File: src/pkg/acs_defs.vh
`ifndef ACS_DEFS_VH
`define ACS_DEFS_VH

// clock and timing
`define ACS_CLK_PERIOD_NS   5
`define ACS_SETTLE_NS       50000
`define ACS_SETTLE_CYCLES   ((`ACS_SETTLE_NS + `ACS_CLK_PERIOD_NS - 1) / `ACS_CLK_PERIOD_NS)
// modulator sample strobe divider, arbitrary default
`define ACS_SAMPLE_DIV      5

// serial exchange edge numbers
`define ACS_APPLY_EDGE      6'h0d
`define ACS_START_EDGE      6'h20
`define ACS_EDGE_MAX        6'h3f

// configuration word, shifted msb first on rising edges
`define ACS_CFG_BITS        4'hc
`define ACS_CFG_POS_HI      11
`define ACS_CFG_POS_LO      10
`define ACS_CFG_NEG_HI      9
`define ACS_CFG_NEG_LO      8
`define ACS_CFG_OSR_HI      7
`define ACS_CFG_OSR_LO      4
`define ACS_CFG_TWOX        3

// oversample ratio, 64 shifted left by the code, code 9 gives 32768
`define ACS_OSR_MIN         16'h0040
`define ACS_OSR_CODE_MAX    4'h9

// result and readout
`define ACS_RESULT_W        24
`define ACS_WORD_W          32
`define ACS_FIFO_DEPTH      8
`define ACS_FIFO_AW         3

`endif

File: src/rtl/acs_fifo.v
`default_nettype none

module acs_fifo #(
    parameter WIDTH = 24,
    parameter DEPTH = 8,
    parameter AW    = 3
) (
    // clock and reset
    input  wire             clk,
    input  wire             rst_b,
    // fill side
    input  wire             in_valid,
    output wire             in_ready,
    input  wire [WIDTH-1:0] in_data,
    // drain side
    output wire             out_valid,
    input  wire             out_ready,
    output wire [WIDTH-1:0] out_data
);

    reg [WIDTH-1:0] mem [0:DEPTH-1];
    reg [AW:0]      wr_ptr_q;
    reg [AW:0]      rd_ptr_q;
    reg [AW:0]      count_q;

    wire push = in_valid & in_ready;
    wire pop  = out_valid & out_ready;

    localparam [AW:0] DEPTH_V = DEPTH;
    localparam [AW:0] LAST_V  = DEPTH - 1;

    assign in_ready  = (count_q != DEPTH_V);
    assign out_valid = (count_q != {(AW+1){1'b0}});
    assign out_data  = mem[rd_ptr_q[AW-1:0]];

    always @(posedge clk)
    begin
        if (push)
            mem[wr_ptr_q[AW-1:0]] <= in_data;
    end

    always @(posedge clk)
    begin
        if (!rst_b)
        begin
            wr_ptr_q <= {(AW+1){1'b0}};
            rd_ptr_q <= {(AW+1){1'b0}};
            count_q  <= {(AW+1){1'b0}};
        end
        else
        begin
            if (push)
                wr_ptr_q <= (wr_ptr_q == LAST_V) ? {(AW+1){1'b0}} : wr_ptr_q + 1'b1;
            if (pop)
                rd_ptr_q <= (rd_ptr_q == LAST_V) ? {(AW+1){1'b0}} : rd_ptr_q + 1'b1;
            if (push & ~pop)
                count_q <= count_q + 1'b1;
            else if (pop & ~push)
                count_q <= count_q - 1'b1;
        end
    end

endmodule

`default_nettype wire

File: src/rtl/acs_sequencer.v
`include "acs_defs.vh"
`default_nettype none

// Functional notes
// - two opposite-polarity halves cancel offset
// - 13th falling edge routes new channel pair
// - conversion starts at 32nd falling edge
// - midpoint swaps channels between amplifiers
// - second half subtracted from first
// - end of conversion restores same-channel polarity
// - different channel switches again at edge 13
// - double speed reverses after first half
// - double speed waits 50us before second half
module acs_sequencer #(
    parameter SETTLE_CYCLES = `ACS_SETTLE_CYCLES,
    parameter SAMPLE_DIV    = `ACS_SAMPLE_DIV,
    parameter RESULT_W      = `ACS_RESULT_W,
    parameter FIFO_DEPTH    = `ACS_FIFO_DEPTH,
    parameter FIFO_AW       = `ACS_FIFO_AW
) (
    // clock and reset
    input  wire       REF_CLK,
    input  wire       RST_B,
    // serial link
    input  wire       SCK,
    input  wire       CS_B,
    input  wire       SDI,
    output reg        SDO,
    // modulator bitstream
    input  wire       MOD_BIT,
    // multiplexer control
    output reg  [1:0] AMP_A_POSITIVE_INPUT,
    output reg  [1:0] AMP_B_POSITIVE_INPUT,
    output reg        AMP_SWAPPED,
    // status
    output reg        BUSY
);

    localparam [4:0] ST_IDLE   = 5'h01;
    localparam [4:0] ST_HALF1  = 5'h02;
    localparam [4:0] ST_SETTLE = 5'h04;
    localparam [4:0] ST_HALF2  = 5'h08;
    localparam [4:0] ST_STORE  = 5'h10;

    localparam [15:0] SETTLE_LAST = SETTLE_CYCLES - 1;
    localparam [7:0]  DIV_LAST    = SAMPLE_DIV - 1;

    // synchronised pins, chip select idles high
    wire [3:0] sync_v;
    wire       s_sck = sync_v[0];
    wire       s_cs_b = sync_v[1];
    wire       s_sdi = sync_v[2];
    wire       s_mod = sync_v[3];

    acs_sync #(
        .WIDTH     (4),
        .RESET_VAL (2)
    ) u_sync (
        .clk      (REF_CLK),
        .rst_b    (RST_B),
        .async_in ({MOD_BIT, SDI, CS_B, SCK}),
        .sync_out (sync_v)
    );

    reg                 sck_prev_q;
    reg                 cs_prev_q;
    reg  [5:0]          fall_cnt_q;
    reg  [3:0]          rise_cnt_q;
    reg  [11:0]         cfg_sh_q;
    reg  [1:0]          ch_pos_q;
    reg  [1:0]          ch_neg_q;
    reg  [3:0]          osr_code_q;
    reg                 twox_q;
    reg  [4:0]          state_q;
    reg  [15:0]         samp_cnt_q;
    reg  [15:0]         settle_cnt_q;
    reg  [7:0]          div_cnt_q;
    reg                 strobe_q;
    reg  [RESULT_W-1:0] acc_q;
    reg  [`ACS_WORD_W-1:0] out_sh_q;

    wire active   = ~s_cs_b;
    wire sck_rise = active & s_sck & ~sck_prev_q;
    wire sck_fall = active & ~s_sck & sck_prev_q;
    wire cs_fall  = ~s_cs_b & cs_prev_q;
    wire [5:0] fall_next = fall_cnt_q + 6'h01;
    wire apply_edge = sck_fall & (fall_next == `ACS_APPLY_EDGE);
    wire start_edge = sck_fall & (fall_next == `ACS_START_EDGE);
    wire idle = state_q[0];

    // oversample ratio from the latched code, clamped at the top code
    wire [3:0]  code_c   = (osr_code_q > `ACS_OSR_CODE_MAX) ? `ACS_OSR_CODE_MAX : osr_code_q;
    wire [15:0] osr_c    = `ACS_OSR_MIN << code_c;
    // double speed runs each half at half length to raise the output rate
    wire [15:0] half_len = twox_q ? {1'b0, osr_c[15:1]} : osr_c;
    wire        half_end = strobe_q & (samp_cnt_q == half_len - 16'h0001);

    // fifo between the filter and the readout
    wire                fifo_in_ready;
    wire                fifo_out_valid;
    wire [RESULT_W-1:0] fifo_out_data;

    acs_fifo #(
        .WIDTH (RESULT_W),
        .DEPTH (FIFO_DEPTH),
        .AW    (FIFO_AW)
    ) u_fifo (
        .clk       (REF_CLK),
        .rst_b     (RST_B),
        .in_valid  (state_q[4]),
        .in_ready  (fifo_in_ready),
        .in_data   (acc_q),
        .out_valid (fifo_out_valid),
        .out_ready (cs_fall),
        .out_data  (fifo_out_data)
    );

    // edge detection and configuration shifting
    always @(posedge REF_CLK)
    begin
        if (!RST_B)
        begin
            sck_prev_q <= 1'b0;
            cs_prev_q  <= 1'b1;
            fall_cnt_q <= 6'h00;
            rise_cnt_q <= 4'h0;
            cfg_sh_q   <= 12'h000;
            ch_pos_q   <= 2'h0;
            ch_neg_q   <= 2'h1;
            osr_code_q <= 4'h0;
            twox_q     <= 1'b0;
        end
        else
        begin
            sck_prev_q <= s_sck;
            cs_prev_q  <= s_cs_b;
            if (!active)
            begin
                fall_cnt_q <= 6'h00;
                rise_cnt_q <= 4'h0;
            end
            else
            begin
                if (sck_fall && fall_cnt_q != `ACS_EDGE_MAX)
                    fall_cnt_q <= fall_next;
                if (sck_rise && rise_cnt_q < `ACS_CFG_BITS)
                begin
                    cfg_sh_q   <= {cfg_sh_q[10:0], s_sdi};
                    rise_cnt_q <= rise_cnt_q + 4'h1;
                end
            end
            // a new word is only taken while no conversion runs
            if (apply_edge && idle)
            begin
                ch_pos_q   <= cfg_sh_q[`ACS_CFG_POS_HI:`ACS_CFG_POS_LO];
                ch_neg_q   <= cfg_sh_q[`ACS_CFG_NEG_HI:`ACS_CFG_NEG_LO];
                osr_code_q <= cfg_sh_q[`ACS_CFG_OSR_HI:`ACS_CFG_OSR_LO];
                twox_q     <= cfg_sh_q[`ACS_CFG_TWOX];
            end
        end
    end

    // modulator sample strobe
    always @(posedge REF_CLK)
    begin
        if (!RST_B)
        begin
            div_cnt_q <= 8'h00;
            strobe_q  <= 1'b0;
        end
        else
        begin
            strobe_q  <= (div_cnt_q == DIV_LAST);
            div_cnt_q <= (div_cnt_q == DIV_LAST) ? 8'h00 : div_cnt_q + 8'h01;
        end
    end

    // conversion sequencer
    always @(posedge REF_CLK)
    begin
        if (!RST_B)
        begin
            state_q      <= ST_IDLE;
            samp_cnt_q   <= 16'h0000;
            settle_cnt_q <= 16'h0000;
            acc_q        <= {RESULT_W{1'b0}};
            BUSY         <= 1'b0;
        end
        else
        begin
            case (state_q)
                ST_IDLE:
                begin
                    if (start_edge)
                    begin
                        state_q    <= ST_HALF1;
                        samp_cnt_q <= 16'h0000;
                        acc_q      <= {RESULT_W{1'b0}};
                        BUSY       <= 1'b1;
                    end
                end
                ST_HALF1:
                begin
                    if (strobe_q)
                    begin
                        acc_q      <= s_mod ? acc_q + 1'b1 : acc_q - 1'b1;
                        samp_cnt_q <= samp_cnt_q + 16'h0001;
                    end
                    if (half_end)
                    begin
                        samp_cnt_q   <= 16'h0000;
                        settle_cnt_q <= 16'h0000;
                        state_q      <= twox_q ? ST_SETTLE : ST_HALF2;
                    end
                end
                ST_SETTLE:
                begin
                    // amplifiers slew to the swapped inputs here
                    settle_cnt_q <= settle_cnt_q + 16'h0001;
                    if (settle_cnt_q == SETTLE_LAST)
                        state_q <= ST_HALF2;
                end
                ST_HALF2:
                begin
                    if (strobe_q)
                    begin
                        // swapped inputs, so subtracting doubles signal and cancels offset
                        acc_q      <= s_mod ? acc_q - 1'b1 : acc_q + 1'b1;
                        samp_cnt_q <= samp_cnt_q + 16'h0001;
                    end
                    if (half_end)
                        state_q <= ST_STORE;
                end
                ST_STORE:
                begin
                    // a full fifo holds the sequencer here with busy still high
                    if (fifo_in_ready)
                    begin
                        state_q <= ST_IDLE;
                        BUSY    <= 1'b0;
                    end
                end
                default:
                begin
                    state_q <= ST_IDLE;
                    BUSY    <= 1'b0;
                end
            endcase
        end
    end

    // multiplexer routing
    always @(posedge REF_CLK)
    begin
        if (!RST_B)
        begin
            AMP_A_POSITIVE_INPUT <= 2'h0;
            AMP_B_POSITIVE_INPUT <= 2'h1;
            AMP_SWAPPED          <= 1'b0;
        end
        else if (apply_edge && idle)
        begin
            // same channel leaves the pins unchanged, a new one switches here
            AMP_A_POSITIVE_INPUT <= cfg_sh_q[`ACS_CFG_POS_HI:`ACS_CFG_POS_LO];
            AMP_B_POSITIVE_INPUT <= cfg_sh_q[`ACS_CFG_NEG_HI:`ACS_CFG_NEG_LO];
            AMP_SWAPPED          <= 1'b0;
        end
        else if (state_q[1] && half_end)
        begin
            AMP_A_POSITIVE_INPUT <= ch_neg_q;
            AMP_B_POSITIVE_INPUT <= ch_pos_q;
            AMP_SWAPPED          <= 1'b1;
        end
        else if (state_q[4] && fifo_in_ready)
        begin
            // gives extra settling when the same channel repeats
            AMP_A_POSITIVE_INPUT <= ch_pos_q;
            AMP_B_POSITIVE_INPUT <= ch_neg_q;
            AMP_SWAPPED          <= 1'b0;
        end
    end

    // readout shifter, word loaded at chip select fall
    always @(posedge REF_CLK)
    begin
        if (!RST_B)
        begin
            out_sh_q <= {`ACS_WORD_W{1'b0}};
            SDO      <= 1'b0;
        end
        else if (cs_fall)
        begin
            out_sh_q <= {fifo_out_valid, {(`ACS_WORD_W-1-RESULT_W){1'b0}},
                         fifo_out_valid ? fifo_out_data : {RESULT_W{1'b0}}};
            SDO      <= fifo_out_valid;
        end
        else if (sck_fall)
        begin
            out_sh_q <= {out_sh_q[`ACS_WORD_W-2:0], 1'b0};
            SDO      <= out_sh_q[`ACS_WORD_W-2];
        end
    end

endmodule

`default_nettype wire

File: src/rtl/acs_sync.v
`default_nettype none

module acs_sync #(
    parameter WIDTH     = 1,
    parameter RESET_VAL = 0
) (
    // clock and reset
    input  wire             clk,
    input  wire             rst_b,
    // asynchronous inputs and their synchronised copies
    input  wire [WIDTH-1:0] async_in,
    output wire [WIDTH-1:0] sync_out
);

    localparam [WIDTH-1:0] RST_V = RESET_VAL;

    genvar i;
    generate
        for (i = 0; i < WIDTH; i = i + 1)
        begin : g_bit
            reg meta_q;
            reg stable_q;
            always @(posedge clk)
            begin
                if (!rst_b)
                begin
                    meta_q   <= RST_V[i];
                    stable_q <= RST_V[i];
                end
                else
                begin
                    meta_q   <= async_in[i];
                    stable_q <= meta_q;
                end
            end
            assign sync_out[i] = stable_q;
        end
    endgenerate

endmodule

`default_nettype wire

File: config.mk
export PLATFORM = sky130hd
export DESIGN_NAME = acs_sequencer
export DESIGN_NICKNAME = d
export VERILOG_FILES = /design/src/rtl/acs_fifo.v /design/src/rtl/acs_sequencer.v /design/src/rtl/acs_sync.v
export VERILOG_INCLUDE_DIRS = /design/src /design/src/pkg
export SDC_FILE = /design/constraint.sdc
export NUM_CORES = 1
export LEC_CHECK = 0
export ABC_AREA = 1
export BUFFER_PORTS_ARGS = -buffer_cell sky130_fd_sc_hd__buf_2
export CAP_MARGIN = 20
export CORE_MARGIN = 10
export CORE_UTILIZATION = 55
export CTS_CLUSTER_SIZE = 25
export DETAILED_ROUTE_END_ITERATION = 7
export GPL_TIMING_DRIVEN = 0
export HOLD_SLACK_MARGIN = 0.12
export PLACE_DENSITY_LB_ADDON = 0.05
export SLEW_MARGIN = 20
export SYNTH_ARGS = -nofsm -noshare
export SYNTH_HDL_FRONTEND = slang
export SYNTH_SLANG_ARGS = --single-unit
File: constraint.sdc
create_clock -name REF_CLK -period 8.7 [get_ports REF_CLK]
set_input_delay 0 -clock REF_CLK [delete_from_list [all_inputs] [get_ports REF_CLK]]
set_output_delay 0 -clock REF_CLK [all_outputs]
set_load 0.05 [all_outputs]
# Word level (Yosys, flattened, before mapping)
# Memory sizes are Yosys's and may differ from the RTL's. A register that Yosys moved wholly into a read port is not among the register bits.
# Cells that the tools add are included.
# totals
memories,1
latchBits,0
ramBits,192
input_bits,6
reg_bits,161
romBits,0
elab_cells,157
# classes
div_mod_pow,0
eq_ne,21
n_bitwise,19
order_cmp,2
n_addsub,12
n_mul,0
reduce_logical,23
mux,45
shifts,1
# mem_list
name,depth,width,rd,rd_clocked_by_memory_dff,wr,line,rtl
u_fifo.mem,8,24,1,1,1,acs_fifo.v:21,reg [WIDTH-1:0] mem [0:DEPTH-1];
# ops
cell,count
2-to-1 mux 24 bit,8
2-to-1 mux 16 bit,5
one-hot mux 24 bit (3 select lines),1
one-hot mux 16 bit (3 select lines),1
adder 16 x 1 -> 16 bit (second input constant),2
one-hot mux 16 bit (2 select lines),1
2-to-1 mux 5 bit,5
one-hot mux 5 bit (5 select lines),1
adder 24 x 1 -> 24 bit (second input constant),1
2-to-1 mux 4 bit,6
subtractor 24 x 1 -> 24 bit (second input constant),1
adder 4 x 1 -> 4 bit (second input constant),4
== test 16 x 14 -> 1 bit (second input constant),1
== test 16 bit,1
left shift 7 x 4 -> 16 bit (first input constant),1
subtractor 16 x 1 -> 16 bit (second input constant),1
!= test 2 bit (second input constant),7
bitwise AND 1 bit,12
2-to-1 mux 2 bit,6
adder 8 x 1 -> 8 bit (second input constant),1
== test 4 x 3 -> 1 bit (second input constant),2
== test 8 x 3 -> 1 bit (second input constant),1
2-to-1 mux 1 bit,8
nonzero test 2 bit,4
other kinds (25),42

# Longest topological paths before layout
# Gate-level depths: netlist of the first run.
# depth
word_depth,10
ltp_mapped,22

# Modules after synthesis
# A second synthesis of the first run with hierarchy kept.
# hier_totals
hier_cells,1999
hier_area_um2,16925.0
# modules_own_cells
mod,cells_per_inst,area_per_inst_um2,instances,seq_area_each_um2
acs_sequencer,1264,8354.3,1,2822.7
acs_fifo,706,8315.5,1,6065.8
acs_sync,29,255.2,1,160.2

# Worst setup path before layout of the first run
# Ideal clock, no wire load.
# synth_path
path_type,reg-to-reg
startpoint,register u_fifo.count_q[0]
endpoint,memory u_fifo.mem[0][0] (enable)
stages_incl_launch_ff,9
path_slack_ps,5979
arrival_time_ps,2316
path_cell_list,dfxtp_1 nor2_1 nand3_1 inv_1 nor2_1 inv_1 clkbuf_1 or2_2 nor2_1
# synth_between
elab_chain_len,4
# synth_rtl
item,line,rtl
from (decl),acs_fifo.v:24,reg [AW:0] count_q;
from (signal assigned),acs_fifo.v:48,count_q <= {(AW+1){1'b0}};
from (signal assigned),acs_fifo.v:57,count_q <= count_q + 1'b1;
from (signal assigned),acs_fifo.v:59,count_q <= count_q - 1'b1;
!= test 4 bit,acs_fifo.v:32,assign in_ready = (count_q != DEPTH_V);
bitwise AND 1 bit,acs_fifo.v:26,wire push = in_valid & in_ready;
via u_fifo.push,acs_fifo.v:26,
2-to-1 mux 1 bit,acs_fifo.v:38,if (push)
2-to-1 mux 1 bit (not written as such),acs_fifo.v:39,mem[wr_ptr_q[AW-1:0]] <= in_data;
to (decl),acs_fifo.v:21,
# The timed path passes the listed nets, and every way through them passes these cells.

# Worst setup path in the final report of the first run
# layout_path
startpoint,register osr_code_q[1]
endpoint,register settle_cnt_q[8]
# layout_between
elab_chain_len,9
# layout_rtl
item,line,rtl
from (decl),acs_sequencer.v:72,reg [3:0] osr_code_q;
from (signal assigned),acs_sequencer.v:157,osr_code_q <= cfg_sh_q[`ACS_CFG_OSR_HI:`ACS_CFG_OSR_LO];
> comparator 4 bit (no source line),-,
2-to-1 mux 4 bit *,acs_sequencer.v:92,wire [3:0] code_c = (osr_code_q > `ACS_OSR_CODE_MAX) ? `ACS_OSR_CODE_MAX : osr_code_q;
left shift 7 x 4 -> 16 bit (no source line) *,-,
2-to-1 mux 16 bit *,acs_sequencer.v:95,"wire [15:0] half_len = twox_q ? {1'b0, osr_c[15:1]} : osr_c;"
subtractor 16 x 1 -> 16 bit *,acs_sequencer.v:96,wire half_end = strobe_q & (samp_cnt_q == half_len - 16'h0001);
== test 16 bit *,acs_sequencer.v:96,
bitwise AND 1 bit *,acs_sequencer.v:96,
!= test 2 bit (no source line) *,-,
AND reduction 2 bit (no source line) *,-,
to (signal assigned),acs_sequencer.v:219,settle_cnt_q <= settle_cnt_q + 16'h0001;
to (decl),acs_sequencer.v:76,reg [15:0] settle_cnt_q;
# Mark *: on every way between the ends. The rest lies on a longest branch, timed or not.
# A chain may end at the register's enable or synchronous reset.

==> results_dict.tcl, run 1 <==
set metrics [dict create \
    grt_pass1_vias 12566 \
    htreeDepth 2 \
    drv_slew 0 \
    peakVddDrop_uv 174 \
    clockRootBuffer "clkbuf_16" \
    synth_ff_type "edfxtp_1" \
    synth_top_family_by_area "simple AND/OR/NAND/NOR gates" \
    synth-seq-area-share_pct 55.5 \
    synth_top_cell_by_area "edfxtp_1" \
    drive_gt1_share_pct 8.49 \
    crit_path_max_incr_delay_ns 0.41 \
    synth_fa_ha_area_share_pct 1.35 \
    totalWireLength_um 43000 \
    post-cts-setup-buffers 0 \
    finalSetupViolCount 0 \
    overflow 0 \
    synth_commonest_cells "nand2_1 (249), nor2_1 (246), o21ai_0 (221)" \
    drc_errors 0 \
    grt_pass1_wl_um 68000 \
    synth_seq_cells 356 \
    max-cap-violations 0 \
    startpoint_type "flip-flop" \
    yosys_warnings 0 \
    vias 13291 \
    synth-compound-area-share_pct 15.0 \
    synthMuxAreaShare_pct 0 \
    start_util_pct 56.2 \
    io_pins 13 \
    skew_ns 0.0170 \
    drtIter0Drc 1249 \
    finalPower_w 0.00471 \
    synthToLayoutAreaGrowth_pct 12.3 \
    syn_inst 1806 \
    numPlacedInstances 2209 \
    cts_buffers 37 \
    fin_area_um2 18300 \
    syn_area_um2 16300 \
    synth_edf_count 192 \
    die_w_um 192 \
    worst_pin_slew_ns 0.968 \
    yosys.area_share.simple_pct 19.7 \
    dieArea_um2 36900 \
    dp_hpwl_um 30100 \
    clkSinkCount 356 \
    first_pass_iters 6 \
    path_max_fanout 10 \
    worstSetupEndpointType "flip-flop" \
    crit_chain "buf_2 > nor2_1 > nand4_1 > ha_1 > a21oi_1 > o21ai_0 > nor2_1 > o21ai_0 > nor2_1 > nand3_1 > nor2_1 > nand2_1 > nor2_2 > nand2_2 > nand2_4 > o21ai_4 > buf_6 > nand2_1 > a21oi_1" \
    slowest_stage "ha_1" \
    critPathArrivalTime_ns 3.57 \
    synth_fp_nets 1829 \
    rsz0062_at_grt "no" \
    final_cells 2280 \
    nets 1891 \
    synth-xor-area-share_pct 2.58 \
    status "complete, no violations" \
    fin_crit_sh_pct 36.7 \
    synthDistinctLibCells 54 \
    synth_top_area_share_pct 35.3 \
    diodes 0 \
    core_area_um2 29000 \
    antenna_found_initial 1 \
    postRouteAntennaNets 0 \
    grt_max_degree 23 \
    critical_path.top_delay_family "simple AND/OR/NAND/NOR gates" \
    r2r_slack_ns 5.51 \
    place_area_um2 17100 \
    clk_pin_slew_ns 0.06 \
    cts_tree "done" \
    rows 62 \
    final.setup.tns_ns 0 \
    cpMostUsedCell "nor2_1" \
    post-synth-top-count-cell "nand2_1" \
    fin_crit_ns 3.19 \
    worstSetupPathType "reg -> reg" \
    fmaxAchievable_mhz 314 \
    finalWeightedCongestion 0.905 \
    max_slew_margin_pct 34.6 \
    wl_per_cell_um 18.9 \
    hold_class "in -> reg" \
    power_density_nw_per_um2 257 \
    cp.required_ns 9.08 \
    io_buffers 11 \
    leakage_nw 6.52 \
    track_usage_pct 23.1 \
    clock_latency_ns 0.52 \
    die_h_um 192 \
    synthTopCellsByArea "edfxtp_1 (35%), dfxtp_1 (20%), o21ai_0 (6.8%), nand2_1 (5.7%), nor2_1 (5.7%)" \
    critPathBufInv 2 \
    postSynthAreaPerCell_um2 9.03 \
    async_flop_share_pct 0 \
    vias_per_cell 5.83 \
    post-route-util_pct 63.1 \
    cts_buffer_depth 3 \
    hold_viol_final 0 \
]
repair_timing:
item / 4_1_cts / 5_1_grt
gates resized for setup: 0 / 0
hold endpoints to repair: 4 / 0
hold buffers: 4 / 0
stage by stage:
| step | hold WS [ns] | worst slack, ns |
|---|---|---|
| after floorplan | 0.0976 | 5.98 |
| after global placement | 0.184 | 4.63 |
| after detailed placement | 0.189 | 5.58 |
| after CTS | 0.163 | 5.56 |
| after global routing | 0.186 | 5.11 |
| final | 0.158 | 5.51 |
routing by layer:
layer	wire length (µm)	GRT usage, %	vias to the layer above
met5	0	0	-
met4	1210	7.63	0
met3	2760	3.08	88
met2	19700	37.2	461
met1	19300	31.7	6334
li1	-	-	6408
area by class of cell:
type                       count  area, µm²
buffer                        90        388
clock buffer                  49        991
clock inverter                18        170
fill                        2435      10700
inverter                     152        571
multi-input combinational   1208       6360
sequential                   356       9050
tap                          384        480
timing repair buffer          23        308
state kept, by name (all words and copies together), names as in the netlist, 5 cells and up, named ones only:
register / count
fall_cnt_q: 6
samp_cnt_q: 16
u_fifo.mem: 192
cfg_sh_q: 12
out_sh_q: 31
div_cnt_q: 8
settle_cnt_q: 16
state_q: 5
acc_q: 24
worst min-delay path: stages:
cell and delay [ns]:
clkbuf_1 0.37, o21ai_4 0.20, nor2_1 0.06
cells by family after synthesis:
family,count (synthesis)
compound gates,423
xor+xnor,48
fa+ha+maj,17
buf+inv,242
flops,356
simple gates,720
power breakdown:
part / total (W) / switching (W) / internal [W]
Sequential: 0.00214 / 0.000175 / 0.00196
Combinational: 0.00102 / 0.000698 / 0.000323
Clock: 0.00155 / 0.000655 / 0.000894
Total: 0.00471 / 0.00153 / 0.00318
path summary, 6_finish.rpt:
kind                                           from  cells after the start                                   to
setup reg to reg         osr_code_q[1]$_SDFFE_PN0P_                     19         settle_cnt_q[8]$_SDFFE_PN0P_
hold reg to reg   u_sync.g_bit[3].meta_q$_SDFF_PN0_                      2  u_sync.g_bit[3].stable_q$_SDFF_PN0_
hold / removal                                RST_B                      3           samp_cnt_q[0]$_SDFFE_PN0P_
setup / recovery         osr_code_q[1]$_SDFFE_PN0P_                     19         settle_cnt_q[8]$_SDFFE_PN0P_
cell usage in the layout, fill, tap and decap left out, types with 5 or more instances in the layout:
master     instances
a211oi_1           6
a21oi_1          103
a31oi_1            5
buf_16             7
buf_2             23
clkbuf_1          80
clkbuf_16         37
clkinv_1          10
dfxtp_1          164
edfxtp_1         192
ha_1              16
inv_1            139
inv_2             10
nand2_1          249
nand2_2            5
nand3_1           97
nand3b_1           5
nand4_1           30
nor2_1           238
nor2_2            17
nor2_4            10
nor3_1            26
nor4_1            16
o211ai_1          14
o21ai_0          221
o221ai_1          39
o22ai_1           14
or2_2             11
xnor2_1            6
xor2_1            42
(Power assumes the default switching activity.)
==> inputs of run 2 (changes only) <==
Clock period 8.7 ns to 3.3 ns, I/O delays scaled along.
==> run 2 against run 1 <==
Sequential share of layout area shrank 0.16 points. Clock skew down 0.00056 ns. Final cell count up 0.22%. Non-clock buffer count up 5. Critical endpoint is now acc_q[22]$_SDFFE_PN0P_. Largest cell class unchanged. Routed wire length increased by 0.30%. Highest routed layer unchanged. Via count grew 0.65%. Utilization is 0.22 points higher. Critical path depth shrank 4. Combinational power rose to 2.6 times the previous value. Flip-flop and latch count stayed put. Count of clock-buffer cells in the layout stayed put.
==> results_dict.tcl, run 2 (synthesized netlist as in run 1, its figures left out) <==
set metrics [dict create \
    status "complete, no violations" \
    hold_depth 3 \
    cts_tree "done" \
    finalSetupViolCount 0 \
    htreeDepth 2 \
    final.setup.tns_ns 0 \
    drv_slew 0 \
    worstSetupEndpointType "flip-flop" \
    fmaxAchievable_mhz 331 \
    dp_hpwl_um 30100 \
    power_density_nw_per_um2 674 \
    largest_reg_flops 192 \
    wl_per_cell_um 18.9 \
    overflow 0 \
    die_w_um 192 \
    cts_buffer_depth 3 \
    totalWireLength_um 43100 \
    vias 13378 \
    fin_crit_sh_pct 91.5 \
    leakage_nw 6.55 \
    path_max_fanout 14 \
    r2r_slack_ns 0.28 \
    vias_per_cell 5.85 \
    io_pins 13 \
    crit_chain "ha_1 > nand2_1 > nor2_1 > nand2_1 > nor3_2 > nand3_1 > nor2_2 > nand3b_1 > nor3_2 > xor2_1 > nand2_1 > nand3_1 > nand3_1 > nand2_1 > inv_1" \
    track_usage_pct 23.1 \
    worstSetupPathType "reg -> reg" \
    r2r_cells 15 \
    fin_crit_ns 3.02 \
    final_common_cell "nand2_1" \
    slowest_stage "dfxtp_1" \
    hold_class "in -> reg" \
    grt_pass1_vias 12566 \
    min_from "RST_B" \
    clkSinkCount 356 \
    startpoint_type "flip-flop" \
    start_util_pct 56.2 \
    timing.rr.start "acc_q[0]$_SDFFE_PN0P_" \
    critPathLaunch "acc_q[0]$_SDFFE_PN0P_" \
    dieArea_um2 36900 \
    die_h_um 192 \
    skew_ns 0.0164 \
    grt_max_degree 23 \
    drc_errors 0 \
    max-cap-violations 0 \
    timing.rr.end "acc_q[22]$_SDFFE_PN0P_" \
    critPathArrivalTime_ns 3.44 \
    nets 1896 \
    cpMostUsedCell "nand2_1" \
    drive_gt1_share_pct 9.00 \
    peakVddDrop_uv 459 \
    postRouteAntennaNets 0 \
    antenna_found_initial 1 \
    first_pass_iters 8 \
    worst_pin_slew_ns 0.971 \
    max_slew_margin_pct 34.4 \
    rows 62 \
    final_cell_mix "nand2_1 (249), nor2_1 (237), o21ai_0 (219)" \
    finalWeightedCongestion 0.905 \
    hold-path-endpoint "samp_cnt_q[0]$_SDFFE_PN0P_" \
    rsz0062_at_grt "no" \
    drtIter0Drc 1202 \
    post-route-util_pct 63.4 \
    hold_viol_final 0 \
    clk_pin_slew_ns 0.06 \
    grt_pass1_wl_um 68000 \
    synthToLayoutAreaGrowth_pct 12.7 \
    core_area_um2 29000 \
    crit_path_max_incr_delay_ns 0.67 \
    cp.required_ns 3.72 \
    clock_latency_ns 0.52 \
    cts_buffers 37 \
    diodes 0 \
    io_buffers 11 \
    clockRootBuffer "clkbuf_16" \
]
run 2: cell count changes in the layout (fill, tap and decap cells not counted), moves of 2 or more:
| cell | delta |
|---|---|
| buf_4 | +6 |
| inv_1 | -2 |
| buf_2 | -3 |
| o21ai_1 | +2 |
| o21ai_0 | -2 |
run 2: layout make-up:
cell class,count,area (µm²)
Inverter,152,573
Clock inverter,18,170
Tap cell,384,480
Clock buffer,49,991
Sequential cell,356,9050
Timing Repair Buffer,28,343
Fill cell,2428,10600
Buffer,90,402
Multi-Input combinational cell,1208,6380
run 2: per-layer routing:
layer	track usage (%)	up-vias	part of all wire, %
li1	-	6414	-
met1	31.7	6369	44
met4	7.63	0	2.8
met5	0	-	0
met2	37.2	508	46
met3	3.08	87	6.9
run 2: worst max path at each step:
stage	end	depth (start not counted)
6_report	acc_q[22]$_SDFFE_PN0P_	15
5_1_grt	acc_q[22]$_SDFFE_PN0P_	15
4_1_cts	settle_cnt_q[14]$_SDFFE_PN0P_	20
3_5_place_dp	settle_cnt_q[11]$_SDFFE_PN0P_	20
3_3_place_gp	u_fifo.mem[0][10]$_DFFE_PP_	8
2_1_floorplan	u_fifo.mem[0][0]$_DFFE_PP_	8
run 2: what timing repair did:
item                                    4_1_cts  5_1_grt
resized for setup                             0       19
endpoints found under the hold margin         4        0
endpoints found under the setup margin        0       40
setup buffers                                 0        3
hold buffers                                  4        0
run 2: per-stage QoR:
| stage | std cells | area (µm²) | power [W] | setup slack [ns] | hold slack [ns] |
|---|---|---|---|---|---|
| final | 2285 | 18400 | 0.0124 | 0.281 | 0.165 |
| after global routing | 2285 | 18400 | 0.0130 | 0.00447 | 0.186 |
| after CTS | 2280 | 18300 | 0.0124 | 0.156 | 0.163 |
| after detailed placement | 2209 | 17100 | 0.00837 | 0.182 | 0.189 |
| after global placement | 2201 | 16800 | 0.00825 | -0.774 | 0.184 |
| after floorplan | 1806 | 16300 | 0.00744 | 0.579 | 0.0976 |
run 2: power breakdown:
group	switching, W	internal, W
Combinational	0.00184	0.000854
Sequential	0.000464	0.00517
Clock	0.00171	0.00236
run 2: critical path: cells and delay by family (launching register included):
family                     cells  cell delay (ns)
DFF                            1             0.67
xor gates and xnor gates       1             0.19
buffers and inverters          1             0.04
adders and majority gates      1             0.28
and+or+nand+nor               12             1.74
==> inputs of run 3 (changes only) <==
Settings changed: SETUP_SLACK_MARGIN from default to 0.4.
==> run 3 against run 2 <==
Sequential power hardly changed. Via count is 0.70% higher. Worst hold slack better by 0.015 ns. Design area is 1.8% higher. Routed wire length is 1.3% higher. Worst setup slack better by 0.053 ns. Sequential share of layout area is 0.80 points lower. Global-route usage is 0.093 points higher. Clock power hardly changed. Utilization is 1.2 points higher. Final cell count is 0.92% higher. Critical endpoint is now AMP_A_POSITIVE_INPUT[1]$_SDFFE_PN0P_. Largest cell class unchanged.
==> results_dict.tcl, run 3 (synthesized netlist as in run 1, its figures left out) <==
set metrics [dict create \
    status "complete, no violations" \
    timing.rr.start "osr_code_q[1]$_SDFFE_PN0P_" \
    post-route-util_pct 64.5 \
    grt_pass1_vias 12614 \
    diodes 0 \
    slowest_stage "dfxtp_2" \
    power_density_nw_per_um2 667 \
    critical_path.top_delay_family "buffers and inverters" \
    finalWeightedCongestion 0.905 \
    drive_gt1_share_pct 11.7 \
    io_pins 13 \
    startpoint_type "flip-flop" \
    hold_viol_final 0 \
    htreeDepth 2 \
    hold_class "in -> reg" \
    overflow 0 \
    clk_pin_slew_ns 0.06 \
    largest_reg_flops 192 \
    fin_crit_sh_pct 89.9 \
    cpMostUsedCell "buf_4" \
    hold-path-endpoint "samp_cnt_q[0]$_SDFFE_PN0P_" \
    drtIter0Drc 1201 \
    clockRootBuffer "clkbuf_16" \
    drc_errors 0 \
    path_max_fanout 7 \
    critPathArrivalTime_ns 3.39 \
    numPlacedInstances 2209 \
    cp.required_ns 3.73 \
    r2r_slack_ns 0.33 \
    nFillCells 2391 \
    seqCellArea_um2 9070 \
    antenna_found_initial 1 \
    leakage_nw 6.69 \
    timing.rr.end "AMP_A_POSITIVE_INPUT[1]$_SDFFE_PN0P_" \
    grt_max_degree 23 \
    cts_buffer_depth 3 \
    fmaxAchievable_mhz 337 \
    totalWireLength_um 43700 \
    start_util_pct 56.2 \
    peakVddDrop_uv 461 \
    dieArea_um2 36900 \
    die_h_um 192 \
    worstSetupEndpointType "flip-flop" \
    core_area_um2 29000 \
    cts_buffers 37 \
    nets 1917 \
    multi_input_area_um2 6500 \
    rows 62 \
    hold_depth 3 \
    cts_tree "done" \
    drv_slew 0 \
    crit_path_max_incr_delay_ns 0.32 \
    first_pass_iters 5 \
    clkSinkCount 356 \
    worst_pin_slew_ns 1.05 \
    final_common_cell "nand2_1" \
    rsz0062_at_grt "yes" \
    postRouteAntennaNets 0 \
    fin_crit_ns 2.97 \
    final_cell_mix "nand2_1 (241), nor2_1 (234), o21ai_0 (218)" \
    final.setup.tns_ns 0 \
    skew_ns 0.0194 \
    crit_chain "buf_6 > inv_4 > nand4_1 > buf_4 > buf_4 > buf_4 > buf_4 > buf_4 > buf_4 > nand2_2 > nand2_2 > nand2_2 > nand3_1 > a21oi_1 > nand2_1 > nor2_1 > nand4_1 > buf_2 > o21ai_0 > nand3_1 > nand2_1 > inv_1" \
    grt_pass1_wl_um 68300 \
    io_buffers 11 \
    critPathBufInv 10 \
    synthToLayoutAreaGrowth_pct 14.8 \
    r2r_cells 22 \
    die_w_um 192 \
    vias 13472 \
    finalSetupViolCount 0 \
    max_slew_margin_pct 29.0 \
    final_cells 2306 \
    worstSetupPathType "reg -> reg" \
    vias_per_cell 5.84 \
    min_from "RST_B" \
    track_usage_pct 23.2 \
    dp_hpwl_um 30100 \
    max-cap-violations 0 \
    clock_latency_ns 0.52 \
    wl_per_cell_um 18.9 \
]
run 3: worst reg2reg max path, stage by stage (launching register included):
cell	delay, ns
dfxtp_2	0.32
buf_6	0.13
inv_4	0.07
nand4_1	0.11
buf_4	0.15
buf_4	0.12
buf_4	0.12
buf_4	0.12
buf_4	0.12
buf_4	0.13
nand2_2	0.07
nand2_2	0.09
nand2_2	0.08
nand3_1	0.08
a21oi_1	0.16
nand2_1	0.08
nor2_1	0.11
nand4_1	0.24
buf_2	0.25
o21ai_0	0.14
nand3_1	0.10
nand2_1	0.06
inv_1	0.03
run 3: per-stage QoR:
step	total power (W)	setup slack, ns	instance area [µm²]	hold slack [ns]
2_1_floorplan	0.00744	0.579	16300	0.0976
3_3_place_gp	0.00825	-0.774	16800	0.184
6_report	0.0125	0.335	18700	0.181
3_5_place_dp	0.00837	0.182	17100	0.189
5_1_grt	0.0131	0.139	18700	0.186
4_1_cts	0.0124	0.409	18400	0.163
run 3: worst max path at each step:
stage / startpoint / to / slack, ns / cells past startpoint
2_1_floorplan: u_fifo.count_q[0]$_SDFFE_PN0P_ / u_fifo.mem[0][0]$_DFFE_PP_ / 0.58 / 8
3_3_place_gp: u_fifo.count_q[0]$_SDFFE_PN0P_ / u_fifo.mem[0][10]$_DFFE_PP_ / -0.77 / 8
3_5_place_dp: twox_q$_SDFFE_PN0P_ / settle_cnt_q[11]$_SDFFE_PN0P_ / 0.18 / 20
4_1_cts: osr_code_q[1]$_SDFFE_PN0P_ / settle_cnt_q[14]$_SDFFE_PN0P_ / 0.41 / 24
5_1_grt: osr_code_q[1]$_SDFFE_PN0P_ / AMP_B_POSITIVE_INPUT[1]$_SDFFE_PN0P_ / 0.14 / 22
6_report: osr_code_q[1]$_SDFFE_PN0P_ / AMP_A_POSITIVE_INPUT[1]$_SDFFE_PN0P_ / 0.33 / 22
run 3: per-layer routing:
| layer | GRT usage [%] | share of wire, % |
|---|---|---|
| met5 | 0 | 0 |
| met4 | 7.63 | 2.8 |
| met3 | 3.08 | 6.2 |
| met2 | 37.4 | 46 |
| met1 | 31.8 | 45 |
run 3: where the power goes:
group	internal, W	total [W]	switching, W
combinational	0.000909	0.00279	0.00188
sequential	0.00517	0.00564	0.000462
clock	0.00236	0.00406	0.00170
run 3: area by class of cell:
class	count	share of cell area, %
flip-flops and latches	356	48.4
multi-input cells	1208	34.7
well taps	384	2.57
plain buffers	90	2.23
clock inverters	18	0.909
clock buffers	49	5.29
inverters	152	3.11
repair buffers	49	2.76
run 3: timing repair:
action                                 in CTS  in global routing
setup buffers                               9                 15
endpoints found under the hold margin       4                  0
pin swaps                                   9                 17
hold buffers                                4                  0
resized for setup                          16                 51
setup endpoints to repair                  41                 89
gates cloned                                1                  1
